### src/rtl/pedt_pkg.sv
package pedt_pkg;

    // apb geometry
    localparam int PEDT_ADDR_W = 12;                 // byte address width
    localparam int PEDT_DATA_W = 32;                 // apb data width
    localparam int PEDT_STRB_W = 4;                  // byte lanes

    // printed register indices, byte address is four times the index
    localparam logic [7:0] PEDT_IDX_PAIR_C = 8'h6E; // trim pair c (edges eleven, twelve)
    localparam logic [7:0] PEDT_IDX_PAIR_D = 8'h6F; // trim pair d (edges thirteen, fourteen)
    localparam logic [7:0] PEDT_IDX_STATUS = 8'h70; // applied settings and flags

    // trim register layout
    localparam int PEDT_TRIM_W      = 8;             // width of a trim register
    localparam int PEDT_CODE_W      = 3;             // width of an offset code
    localparam int PEDT_POL_HI_BIT  = 7;             // polarity, upper edge
    localparam int PEDT_CODE_HI_LSB = 4;             // code [6:4], upper edge
    localparam int PEDT_POL_LO_BIT  = 3;             // polarity, lower edge
    localparam int PEDT_CODE_LO_LSB = 0;             // code [2:0], lower edge
    localparam logic [PEDT_TRIM_W-1:0] PEDT_TRIM_RESET = 8'h00;

    // status register layout
    localparam int PEDT_ST_APPLIED_C_LSB = 0;        // applied pair c copy
    localparam int PEDT_ST_APPLIED_D_LSB = 8;        // applied pair d copy
    localparam int PEDT_ST_PENDING_BIT   = 16;       // new value waits for period start
    localparam int PEDT_ST_CLAMP_LSB     = 20;       // sticky clamp flags, one per edge
    localparam int PEDT_ST_CLAMP_LANE    = 2;        // byte lane holding clamp flags

    // edge timing, positions counted in fine ticks
    localparam int PEDT_NUM_EDGES   = 4;             // edges eleven to fourteen
    localparam int PEDT_NOM_W       = 12;            // width of an edge position
    localparam int PEDT_TRIM_STEP_NS = 5;            // displacement per code step
    localparam int PEDT_FINE_TICK_NS = 5;            // resolution of an edge position
    localparam int PEDT_STEP_TICKS  =
        (PEDT_TRIM_STEP_NS + PEDT_FINE_TICK_NS - 1) / PEDT_FINE_TICK_NS;

    // trim application state
    typedef enum logic [0:0] {
        PEDT_SYNCED  = 1'b0,                         // applied equals written
        PEDT_PENDING = 1'b1                          // written waits for period start
    } pedt_state_t;

    // byte address of a register index
    function automatic logic [PEDT_ADDR_W-1:0] pedt_byte_addr(input logic [7:0] idx);
        pedt_byte_addr = {2'h0, idx, 2'h0};
    endfunction

    // offset code of the upper or lower half of a trim register
    function automatic logic [PEDT_CODE_W-1:0] pedt_code(input logic [PEDT_TRIM_W-1:0] r,
                                                           input logic upper);
        pedt_code = upper ? r[PEDT_CODE_HI_LSB +: PEDT_CODE_W]
                          : r[PEDT_CODE_LO_LSB +: PEDT_CODE_W];
    endfunction

    // polarity of the upper or lower half, one means negative shift
    function automatic logic pedt_pol(input logic [PEDT_TRIM_W-1:0] r, input logic upper);
        pedt_pol = upper ? r[PEDT_POL_HI_BIT] : r[PEDT_POL_LO_BIT];
    endfunction

endpackage

### src/rtl/pedt_rst_sync.sv
`timescale 1ns/1ps
module pedt_rst_sync (
    input  wire logic clk_in,      // block clock
    input  wire logic rst_b_in,    // async reset, active low
    output logic      rst_b_out    // released copy, active low
);
    logic meta_r;                  // first stage, read only by second

    // assert at once, release after two edges
    always_ff @(posedge clk_in or negedge rst_b_in) begin
        if (!rst_b_in) begin
            meta_r    <= 1'b0;
            rst_b_out <= 1'b0;
        end else begin
            meta_r    <= 1'b1;
            rst_b_out <= meta_r;
        end
    end
endmodule

### src/rtl/pedt_edge_adj.sv
`timescale 1ns/1ps
module pedt_edge_adj
    import pedt_pkg::*;
(
    input  wire logic                   clk_in,      // block clock
    input  wire logic                   rst_b_in,    // synced reset, active low
    input  wire logic [PEDT_NOM_W-1:0]  nominal_in,  // nominal position, fine ticks
    input  wire logic [PEDT_CODE_W-1:0] code_in,     // applied offset code
    input  wire logic                   neg_in,      // one shifts earlier
    output logic      [PEDT_NOM_W-1:0]  pos_out,     // trimmed position
    output logic                        clamp_out    // result hit a range limit
);
    localparam logic [PEDT_NOM_W:0] STEP = (PEDT_NOM_W+1)'(PEDT_STEP_TICKS);
    localparam logic [PEDT_NOM_W-1:0] POS_MAX = '1;

    wire logic [PEDT_NOM_W:0]   code_ext;   // widened code
    wire logic [PEDT_NOM_W:0]   disp;       // displacement in ticks
    wire logic [PEDT_NOM_W:0]   sum;        // positive shift with carry
    wire logic [PEDT_NOM_W:0]   diff;       // negative shift with borrow
    wire logic [PEDT_NOM_W-1:0] pos_nxt;    // clamped result
    wire logic                  clamp_nxt;  // limit reached

    assign code_ext  = {{(PEDT_NOM_W+1-PEDT_CODE_W){1'b0}}, code_in};
    assign disp      = code_ext * STEP;
    assign sum       = {1'b0, nominal_in} + disp;
    assign diff      = {1'b0, nominal_in} - disp;
    // polarity picks direction, saturate instead of wrapping
    assign pos_nxt   = neg_in ? (diff[PEDT_NOM_W] ? '0 : diff[PEDT_NOM_W-1:0])
                              : (sum[PEDT_NOM_W] ? POS_MAX : sum[PEDT_NOM_W-1:0]);
    assign clamp_nxt = neg_in ? diff[PEDT_NOM_W] : sum[PEDT_NOM_W];

    // register the trimmed edge
    always_ff @(posedge clk_in or negedge rst_b_in) begin
        if (!rst_b_in) begin
            pos_out   <= '0;
            clamp_out <= 1'b0;
        end else begin
            pos_out   <= pos_nxt;
            clamp_out <= clamp_nxt;
        end
    end
endmodule

### src/rtl/pedt_top.sv
// Operation
// - polarity zero shifts later, one earlier
// - edge eleven offset from pair c [6:4]
// - edge twelve offset from pair c [2:0]
// - edge thirteen offset from pair d [6:4]
// - edge fourteen offset from pair d [2:0]
`timescale 1ns/1ps
module pedt_top
    import pedt_pkg::*;
(
    input  wire logic                   clk_in,                  // 25 mhz block clock
    input  wire logic                   rst_b_in,                // async reset, active low
    // apb slave
    input  wire logic                   psel_in,                 // slave select
    input  wire logic                   penable_in,              // access phase
    input  wire logic                   pwrite_in,               // one for write
    input  wire logic [PEDT_ADDR_W-1:0] paddr_in,                // byte address
    input  wire logic [PEDT_DATA_W-1:0] pwdata_in,               // write data
    input  wire logic [PEDT_STRB_W-1:0] pstrb_in,                // write byte lanes
    output logic      [PEDT_DATA_W-1:0] prdata_out,              // read data
    output logic                        pready_out,              // transfer done
    output logic                        pslverr_out,             // unmapped access
    // waveform generator side
    input  wire logic                   period_start_in,         // first cycle of period
    input  wire logic [PEDT_NOM_W-1:0]  edge_eleven_nom_in,      // nominal positions
    input  wire logic [PEDT_NOM_W-1:0]  edge_twelve_nom_in,
    input  wire logic [PEDT_NOM_W-1:0]  edge_thirteen_nom_in,
    input  wire logic [PEDT_NOM_W-1:0]  edge_fourteen_nom_in,
    output logic      [PEDT_NOM_W-1:0]  edge_eleven_pos_out,     // trimmed positions
    output logic      [PEDT_NOM_W-1:0]  edge_twelve_pos_out,
    output logic      [PEDT_NOM_W-1:0]  edge_thirteen_pos_out,
    output logic      [PEDT_NOM_W-1:0]  edge_fourteen_pos_out,
    output logic                        trim_pending_out         // written, not yet applied
);

    localparam logic [PEDT_ADDR_W-1:0] ADDR_PAIR_C = pedt_byte_addr(PEDT_IDX_PAIR_C);
    localparam logic [PEDT_ADDR_W-1:0] ADDR_PAIR_D = pedt_byte_addr(PEDT_IDX_PAIR_D);
    localparam logic [PEDT_ADDR_W-1:0] ADDR_STATUS = pedt_byte_addr(PEDT_IDX_STATUS);

    // ------------------------------------------------------------------
    // reset release
    // ------------------------------------------------------------------
    wire logic rst_b;                                    // synced reset, active low

    pedt_rst_sync u_rst_sync (
        .clk_in    (clk_in),
        .rst_b_in  (rst_b_in),
        .rst_b_out (rst_b)
    );

    // ------------------------------------------------------------------
    // state
    // ------------------------------------------------------------------
    logic [PEDT_TRIM_W-1:0]    trim_c_r;                 // written pair c
    logic [PEDT_TRIM_W-1:0]    trim_d_r;                 // written pair d
    logic [PEDT_TRIM_W-1:0]    applied_c_r;              // pair c in use this period
    logic [PEDT_TRIM_W-1:0]    applied_d_r;              // pair d in use this period
    pedt_state_t               state_r;                  // application state
    pedt_state_t               state_nxt;
    logic [PEDT_NUM_EDGES-1:0] clamp_seen_r;             // sticky clamp flags
    logic [PEDT_NUM_EDGES-1:0] clamp_seen_nxt;
    logic                      pready_r;                 // access phase ready
    logic                      pslverr_r;                // error for current transfer
    logic [PEDT_DATA_W-1:0]    prdata_r;                 // read data for current transfer
    logic                      pending_r;                // mirror of pending state

    // ------------------------------------------------------------------
    // apb decode
    // ------------------------------------------------------------------
    wire logic                      setup;               // setup phase of a transfer
    wire logic                      complete;            // access edge that ends it
    wire logic                      hit_c;               // address selects pair c
    wire logic                      hit_d;               // address selects pair d
    wire logic                      hit_st;              // address selects status
    wire logic                      mapped;              // any register selected
    wire logic                      bad_access;          // unmapped address selected
    wire logic                      wr_c;                // write lands in pair c
    wire logic                      wr_d;                // write lands in pair d
    wire logic                      wr_clr;              // clear strobe for clamp flags
    wire logic                      trim_written;        // either pair written
    wire logic [PEDT_NUM_EDGES-1:0] clamp_clr;           // flags to clear
    wire logic [PEDT_DATA_W-1:0]    status_word;         // status read value
    wire logic [PEDT_DATA_W-1:0]    rd_word;             // selected read value

    assign setup    = psel_in & ~penable_in;
    assign complete = psel_in & penable_in & pready_r;
    assign hit_c    = (paddr_in == ADDR_PAIR_C);
    assign hit_d    = (paddr_in == ADDR_PAIR_D);
    assign hit_st   = (paddr_in == ADDR_STATUS);
    assign mapped   = hit_c | hit_d | hit_st;
    // unmapped addresses answer with an error, writes to them vanish
    assign bad_access = ~mapped;

    // writes take effect only at the completing edge, trim pairs on byte lane zero, clamp clear on lane two
    assign wr_c   = complete & pwrite_in & hit_c & pstrb_in[0];
    assign wr_d   = complete & pwrite_in & hit_d & pstrb_in[0];
    assign wr_clr = complete & pwrite_in & hit_st & pstrb_in[PEDT_ST_CLAMP_LANE];
    assign trim_written = wr_c | wr_d;
    assign clamp_clr = wr_clr ? pwdata_in[PEDT_ST_CLAMP_LSB +: PEDT_NUM_EDGES] : '0;

    // status word: applied copies, pending flag, sticky clamp flags
    assign status_word = (PEDT_DATA_W'(applied_c_r) << PEDT_ST_APPLIED_C_LSB)
                       | (PEDT_DATA_W'(applied_d_r) << PEDT_ST_APPLIED_D_LSB)
                       | (PEDT_DATA_W'(pending_r) << PEDT_ST_PENDING_BIT)
                       | (PEDT_DATA_W'(clamp_seen_r) << PEDT_ST_CLAMP_LSB);

    // read mux, narrow registers sit in the low bits
    assign rd_word = hit_c  ? PEDT_DATA_W'(trim_c_r) :
                     hit_d  ? PEDT_DATA_W'(trim_d_r) :
                     hit_st ? status_word            : '0;

    // apb answer: ready in the first access cycle, data captured at setup
    always_ff @(posedge clk_in or negedge rst_b) begin
        if (!rst_b) begin
            pready_r  <= 1'b0;
            pslverr_r <= 1'b0;
            prdata_r  <= '0;
        end else if (setup) begin
            pready_r  <= 1'b1;
            pslverr_r <= bad_access;
            prdata_r  <= pwrite_in ? '0 : rd_word;
        end else if (complete || !psel_in) begin
            // transfer over, drop ready and error
            pready_r  <= 1'b0;
            pslverr_r <= 1'b0;
        end
    end

    // ------------------------------------------------------------------
    // written trim registers
    // ------------------------------------------------------------------
    always_ff @(posedge clk_in or negedge rst_b) begin
        if (!rst_b) begin
            trim_c_r <= PEDT_TRIM_RESET;
            trim_d_r <= PEDT_TRIM_RESET;
        end else begin
            if (wr_c) begin
                trim_c_r <= pwdata_in[PEDT_TRIM_W-1:0];
            end
            if (wr_d) begin
                trim_d_r <= pwdata_in[PEDT_TRIM_W-1:0];
            end
        end
    end

    // ------------------------------------------------------------------
    // application of new settings
    // ------------------------------------------------------------------
    // pending until period
    // a write in the start cycle keeps pending, so it waits one more period
    always_comb begin
        state_nxt = state_r;
        unique case (state_r)
            PEDT_SYNCED: begin
                if (trim_written) begin
                    state_nxt = PEDT_PENDING;
                end
            end
            PEDT_PENDING: begin
                if (!trim_written && period_start_in) begin
                    state_nxt = PEDT_SYNCED;
                end
            end
        endcase
    end

    // state and its output copy
    always_ff @(posedge clk_in or negedge rst_b) begin
        if (!rst_b) begin
            state_r   <= PEDT_SYNCED;
            pending_r <= 1'b0;
        end else begin
            state_r   <= state_nxt;
            pending_r <= (state_nxt == PEDT_PENDING);
        end
    end

    // load at start
    // applied copies change only on the first cycle of a period
    always_ff @(posedge clk_in or negedge rst_b) begin
        if (!rst_b) begin
            applied_c_r <= PEDT_TRIM_RESET;
            applied_d_r <= PEDT_TRIM_RESET;
        end else if (period_start_in) begin
            applied_c_r <= trim_c_r;
            applied_d_r <= trim_d_r;
        end
    end

    // ------------------------------------------------------------------
    // per edge trimming
    // ------------------------------------------------------------------
    logic [PEDT_NOM_W-1:0]     nom_w [PEDT_NUM_EDGES];   // nominal per edge
    logic [PEDT_NOM_W-1:0]     pos_w [PEDT_NUM_EDGES];   // trimmed per edge
    logic [PEDT_CODE_W-1:0]    code_w [PEDT_NUM_EDGES];  // applied code per edge
    logic [PEDT_NUM_EDGES-1:0] neg_w;                    // applied polarity per edge
    logic [PEDT_NUM_EDGES-1:0] clamp_w;                  // clamp per edge

    assign nom_w[0] = edge_eleven_nom_in;
    assign nom_w[1] = edge_twelve_nom_in;
    assign nom_w[2] = edge_thirteen_nom_in;
    assign nom_w[3] = edge_fourteen_nom_in;

    assign code_w[0] = pedt_code(applied_c_r, 1'b1);
    assign code_w[1] = pedt_code(applied_c_r, 1'b0);
    assign code_w[2] = pedt_code(applied_d_r, 1'b1);
    assign code_w[3] = pedt_code(applied_d_r, 1'b0);

    assign neg_w = {pedt_pol(applied_d_r, 1'b0), pedt_pol(applied_d_r, 1'b1),
                    pedt_pol(applied_c_r, 1'b0), pedt_pol(applied_c_r, 1'b1)};

    // one adder per edge, code times step ticks
    for (genvar e = 0; e < PEDT_NUM_EDGES; e++) begin : g_edge
        pedt_edge_adj u_adj (
            .clk_in     (clk_in),
            .rst_b_in   (rst_b),
            .nominal_in (nom_w[e]),
            .code_in    (code_w[e]),
            .neg_in     (neg_w[e]),
            .pos_out    (pos_w[e]),
            .clamp_out  (clamp_w[e])
        );
    end

    // sticky clamp flags, a new clamp wins over a clear in the same cycle
    assign clamp_seen_nxt = clamp_w | (clamp_seen_r & ~clamp_clr);

    // clamp flag register
    always_ff @(posedge clk_in or negedge rst_b) begin
        if (!rst_b) begin
            clamp_seen_r <= '0;
        end else begin
            clamp_seen_r <= clamp_seen_nxt;
        end
    end

    // ------------------------------------------------------------------
    // outputs, all from flip-flops
    // ------------------------------------------------------------------
    assign prdata_out            = prdata_r;
    assign pready_out            = pready_r;
    assign pslverr_out           = pslverr_r;
    assign trim_pending_out      = pending_r;
    assign edge_eleven_pos_out   = pos_w[0];
    assign edge_twelve_pos_out   = pos_w[1];
    assign edge_thirteen_pos_out = pos_w[2];
    assign edge_fourteen_pos_out = pos_w[3];

endmodule

### config.mk
export PLATFORM = sky130hd
export DESIGN_NAME = pedt_top
export DESIGN_NICKNAME = d
export VERILOG_FILES = /design/src/rtl/pedt_pkg.sv /design/src/rtl/pedt_rst_sync.sv /design/src/rtl/pedt_edge_adj.sv /design/src/rtl/pedt_top.sv
export SDC_FILE = /design/constraint.sdc
export NUM_CORES = 1
export LEC_CHECK = 0
export ABC_AREA = 1
export ABC_CLOCK_PERIOD_IN_PS = 4600
export BUFFER_PORTS_ARGS = -buffer_cell sky130_fd_sc_hd__buf_4
export CAP_MARGIN = 5
export CORE_MARGIN = 2
export CORE_UTILIZATION = 39
export CTS_BUF_LIST = sky130_fd_sc_hd__clkbuf_16
export DETAILED_ROUTE_END_ITERATION = 8
export PLACE_DENSITY = 0.72
export RECOVER_POWER = 25
export SETUP_SLACK_MARGIN = 0.2
export SLEW_MARGIN = 10
export SYNTH_ARGS = -nofsm -noshare
export SYNTH_HDL_FRONTEND = slang
export SYNTH_SLANG_ARGS = --single-unit
### constraint.sdc
create_clock -name clk_in -period 4.6 [get_ports clk_in]
set_clock_uncertainty 0.15 [all_clocks]
set_input_delay 1.38 -clock clk_in [delete_from_list [all_inputs] [get_ports clk_in]]
set_output_delay 1.38 -clock clk_in [all_outputs]
set_load 0.01 [all_outputs]
---- After elaboration in Yosys (flattened, before gate mapping) ----
Index checks and enable logic that the tools add are counted.
storage, ports and cells
  ROM bits ................................ 0
  bits in writable memories ............... 0
  bits of input ports ..................... 102
  register bits ........................... 125
  bits in latches ......................... 0
  memories ................................ 0
  logic and storage cells ................. 84
  output and inout bits ................... 83
cells by class
  multipliers ............................. 0
  $lt $le $gt $ge ......................... 0
  mux-type cells .......................... 27
  add/subtract/negate cells ............... 8
  equality and inequality tests ........... 3
  shift-type cells ........................ 0
  div/mod/pow operators ................... 0
  bitwise operators ....................... 22
  reductions and logical operators ........ 5
operators with widths
  operator             number
  $mux 12              12
  $mux 24              4
  $add 12x3->13        4
  $sub 12x3->13        4
  $eq 12x9->1 const B  3
  $or 17x24->24        1
  $or 16x17->17        1
  $or 8x16->16         1
  $and 1x1->1          10
  $mux 1               9
  $and 4x4->4          1
  $mux 4               1
  $not 4->4            1
  $or 4x4->4           1
  $not 1->1            3
  $or 1x1->1           3
  $logic_not 1->1      2
  $pmux 1 s2           1
  $reduce_bool 2->1    1
  $logic_and 1x1->1    1
  $logic_or 1x1->1     1

---- Logic depth before layout (Yosys ltp) ----
  depth in word-level cells ............... 10
  mapped depth ............................ 12
  gate-level depth less buffers ........... 12

---- Cells and area by module ----
A second synthesis with hierarchy kept.
second synthesis, totals
  cell total of the unflattened synthesis .. 1122
  area total of the unflattened synthesis .. 8046.5 um2
by module, submodules not included
  module                                times used  cells each  area an instance (um2)
  pedt_edge_adj at g_edge[1].u_adj ...  3           188         1260.0
  pedt_top                              1           366         2954.1
  pedt_edge_adj at g_edge[0].u_adj      1           189         1258.7
  pedt_rst_sync                         1           3           53.8

---- Worst setup path after synthesis ----
OpenSTA, ideal clock, no wires.
  path kind ............................... input to register
  start ................................... input port edge_twelve_nom_in[0]
  end ..................................... register g_edge[1].u_adj.pos_out[8]
  slack ................................... 1.664 ns
  arrival ................................. 2.710 ns
  path buffers ............................ 0
  setup time .............................. 0.076 ns
  stages .................................. 10
  path through ............................ inv_1 > ha_1 > fa_1 > inv_1 > nand2_1 > nand2_2 > inv_1 > a21oi_4 > inv_1 > o21ai_1
on the way
  word-level cells in the longest chain between the ends .. 3
  elaborated cells on any way between the ends .. 5
  classes of those cells .................. add/sub (2); mux (3)
RTL lines
  item                                                   RTL line                                  source
  start, declared                                        pedt_top.sv:26                            input wire logic [PEDT_NOM_W-1:0] edge_twelve_nom_in,
  $add 12x3->13 / $sub 12x3->13 (equally long branches)  pedt_edge_adj.sv:25, pedt_edge_adj.sv:26
  $mux 12 (on tied branches)                             pedt_edge_adj.sv:29, pedt_edge_adj.sv:28
  $mux 12 *                                              pedt_edge_adj.sv:28                       assign pos_nxt = neg_in ? (diff[PEDT_NOM_W] ? '0 : diff[PEDT_NOM_W-1:0])
  named net g_edge[1].u_adj.pos_nxt[8]                   pedt_edge_adj.sv:20                       wire logic [PEDT_NOM_W-1:0] pos_nxt;
  end signal, assigned                                   pedt_edge_adj.sv:38                       pos_out <= pos_nxt;
  end, declared                                          pedt_edge_adj.sv:10                       output logic [PEDT_NOM_W-1:0] pos_out,
The timed path passes the listed nets; every way through them passes the cells marked *.
A chain may end at the register's enable or synchronous reset.

==> metrics.md <==
| Metric | Value |
|---|---|
| Worst-margin pin slew | roughly 2.8 ns |
| Vias per cell | just under 5 |
| Yosys cell types | 42 |
| GRT Overall Usage | 0.199 |
| CTS root buffer | clkbuf_16 |
| Crit path DAT | 3.43 ns |
| Max-cap violations | 2 |
| CP Depth | 1 |
| Hold_buf cts | 0 |
| Postcts setup bufs | 0 |
| Crit. End Element | async pin |
| Core area | 19400 µm² |
| Seq cells post-synth | 114 |
| CP startpoint kind | flip-flop |
| Synth top area share | 0.371 |
| Top delay family on crit path | flip-flops |
| Site Rows | between 50 and 60 |
| Clock share of power | 0.527 |
| Chip width | roughly 140 µm |
| Setup CP Type | reg2async |
| RSZ-0062 raised after global routing | false |
| Max Freq | 326 MHz |
| Total gr overflow | 0 |
| Sw Ratio | 0.244 |
| Total internal power | 0.00216 W |
| Total Power | 0.00286 W |
| Peak VDD IR | 0.000232 V |
| Sequential power share | 0.366 |
| Vias in the first global route | 6614 |
| FF+latch area | 2850 µm² |
| Max FO, Critical Path | between 60 and 70 |
| Sw power | 0.000698 W |
| Failing checks | capacitance limit, slew limit |
| Port bufs | 151 |
| TritonCTS clock tree | done |
| Mapped Cells | between 1000 and 1500 |
| R2r setup slk | 1.53 ns |
| Share of layout cells above drive strength 1 | 0.203 |
| Crit Reg-Reg Startpoint | u_rst_sync.rst_b_out$_DFF_PN0_ |
| Clock latency on the worst-skew pair | 0.43 ns |
| Final Hold Viols | 0 |
| Hold-critical path depth | 0 |
| Post-synthesis sequential area ratio | 0.371 |
| Cts repair resizes | 0 |
| Comb power frac | 0.107 |
| Area growth syn-to-layout | 25.1% |
| Worst-path cell chain | buf_4 |
| Setup TNS | 0 ns |
| Pwr dens | 298 nW/µm² |
| Pins over their slew limit | 68 |
| Clock slew at reported path FFs | 0.06 ns |
| Routability congestion estimate | 0.904 |
| Mapped Area | 7690 µm² |
| Cells on worst reg2reg path | 1 |
| Wire length of the first global-routing pass | 32400 µm |
| Final setup viols | 0 |
| DR WL/cell | 13.6 µm |
| TritonCTS Buffers | 17 |
| Reg-to-Reg End | g_edge[3].u_adj.pos_out[10]$_DFF_PN0_ |
| Data required, critical path | around 5 ns |
| Via count | between 7000 and 8000 |
| Worst slew margin relative to its limit | -0.861 |
| Drc violations | 0 |
| Die footprint | between 20000 and 25000 µm² |
| Cell type with the largest total area after synthesis | dfrtp_1 |
| Number of H-tree levels | 4 |
| Hold Crit Start | u_rst_sync.meta_r$_DFF_PN0_ |
| Buf/Inv on CP | 1 |
| Initial Utilization | 0.396 |
| Biggest cell delay along the critical path | about 2.2 ns |
| HPWL Detailed | ~15000 µm |
| DRT iter0 DRCs | 357 |
| Clk buf depth | 2 |
| HP Class | reg2reg |
| Synth Area per Inst | 7.23 µm² |
| Largest net degree at the start of global routing | 68 |
| # fillers | about 2000 |
| Vert. Die Dim | between 100 and 150 µm |
| # nets final | around 1300 |
| Synthesis Warnings | 0 |
| Critical-path top delay cell | dfrtp_1 |
| Clock sink total | 114 |
| Drt total wl | 20200 µm |
| Fin crit share | 0.667 |
| Antenna Cells | 0 |
| I/O Pins | 185 |
| Synth area leaders | dfrtp_1, nand2_1, nand3_1, inv_1, nor2_1 |
| Post-route cell area | 9620 µm² |
| Outcome | finished with violations |
| Initial antenna violation count | 0 |
| Worst Hold End | u_rst_sync.rst_b_out$_DFF_PN0_ |
| 1st-pass router iterations | 6 |
| DRT antenna net count | 0 |
| Min Tclk post-route | ~3.1 ns |
| DP Area | 8960 µm² |
| Area of the multi-input gates | 4150 µm² |
| Lkg Pwr | about 5.0 nW |
==> routing by layer <==
metal	vias to the layer above	global-route usage	wire [µm]	part of all wire
met5	-	0	0	0
met4	0	0.0623	300	0.015
met3	25	0.0358	1060	0.052
met2	223	0.328	9700	0.48
met1	3300	0.268	9140	0.45
li1	3665	-	-	-
==> final cells by class <==
| cell class | count | share of cell area |
|---|---|---|
| inverter | 127 | 0.0496 |
| sequential | 114 | 0.297 |
| clock inverter | 15 | 0.0248 |
| tap | 265 | 0.0345 |
| clock buffer | 17 | 0.0442 |
| timing repair buffer | 153 | 0.119 |
| multi-input combinational | 793 | 0.432 |
==> power by group through the flow <==
stage                     sequential [W]  clock, W  combinational, W
after floorplan                  0.00108         0          0.000160
after global placement           0.00107         0          0.000304
after detailed placement         0.00107         0          0.000309
after CTS                        0.00105   0.00152          0.000310
after global routing             0.00105   0.00157          0.000346
final                            0.00105   0.00151          0.000308
==> through the flow <==
step                cells  utilization  setup slack (ns)  hold WS (ns)
detailed placement   1452        0.462              1.30         0.186
global route         1484        0.496             0.900         0.217
global placement     1452        0.462              1.34         0.187
CTS                  1484        0.496              1.73         0.195
finish               1484        0.496              1.53         0.199
floorplan            1073            -              1.04         0.181
==> layout by cell type (no fill, tap or decap), types with 2 or more instances in the layout <==
| cell | n |
|---|---|
| nor3_2 | 2 |
| fa_1 | 8 |
| and2_1 | 5 |
| o211ai_1 | 3 |
| buf_4 | 151 |
| nand3_4 | 2 |
| a21oi_1 | 9 |
| clkbuf_1 | 2 |
| nor3_1 | 10 |
| inv_2 | 8 |
| conb_1 | 12 |
| o21ai_0 | 37 |
| nor2_4 | 4 |
| a21oi_4 | 2 |
| mux2_2 | 2 |
| o21ai_2 | 18 |
| bufinv_16 | 6 |
| nand4_1 | 19 |
| ha_1 | 24 |
| o21ai_4 | 2 |
| nand3_1 | 157 |
| dfrtp_1 | 114 |
| clkbuf_16 | 17 |
| inv_1 | 120 |
| nand2_2 | 7 |
| xor2_1 | 25 |
| nand2_1 | 336 |
| nor2_2 | 9 |
| clkinv_4 | 3 |
| clkinv_1 | 2 |
| nand4_2 | 3 |
| o21ai_1 | 4 |
| nor2_1 | 83 |
| nand3_2 | 2 |
==> synthesized netlist by cell type, drive strengths merged <==
master and instances:
clkbuf 10, mux2 2, nor3 13, dfrtp 114, and3 1, xnor2 1, xor2 25, nor2 97
a21oi 12, nand2 344, nand4 22, conb 2, and2 6, nand3 161, buf 29, o21ai 61
inv 127, o211ai 4, fa 8, ha 24
==> kinds of logic (layout without fill, tap and decap cells) <==
group                      Yosys count  in the layout  synth area share
AOI/OAI and AO/OA                   77             77            0.0672
xor gates and xnor gates            26             26            0.0296
adders and majority gates           32             32            0.0599
buffers and inverters              166            312            0.0937
DFF                                114            114             0.371
muxes                                2              2           0.00293
other                                2             12          0.000977
and+or+nand+nor                    644            644             0.375
==> state kept, by name, indices dropped and copies added (netlist names) <==
signal / cells
prdata_out: 21
clamp_seen_r: 4
g_edge.u_adj.pos_out: 48
applied_c_r: 8
trim_pending_out: 1
pready_out: 1
trim_d_r: 8
g_edge.u_adj.clamp_out: 4
trim_c_r: 8
u_rst_sync.rst_b_out: 1
u_rst_sync.meta_r: 1
applied_d_r: 8
pslverr_out: 1
==> how the worst max path moves through the flow <==
stage,startpoint,to,slack (ns)
global route,u_rst_sync.rst_b_out$_DFF_PN0_,g_edge[3].u_adj.pos_out[10]$_DFF_PN0_,0.90
floorplan,u_rst_sync.rst_b_out$_DFF_PN0_,applied_c_r[0]$_DFFE_PN0P_,1.04
detailed placement,edge_twelve_nom_in[0],g_edge[1].u_adj.pos_out[8]$_DFF_PN0_,1.30
CTS,edge_twelve_nom_in[0],g_edge[1].u_adj.pos_out[8]$_DFF_PN0_,1.73
finish,u_rst_sync.rst_b_out$_DFF_PN0_,g_edge[3].u_adj.pos_out[10]$_DFF_PN0_,1.53
global placement,edge_fourteen_nom_in[0],g_edge[3].u_adj.pos_out[2]$_DFF_PN0_,1.34
No activity file was read; power rests on OpenSTA's default activity.
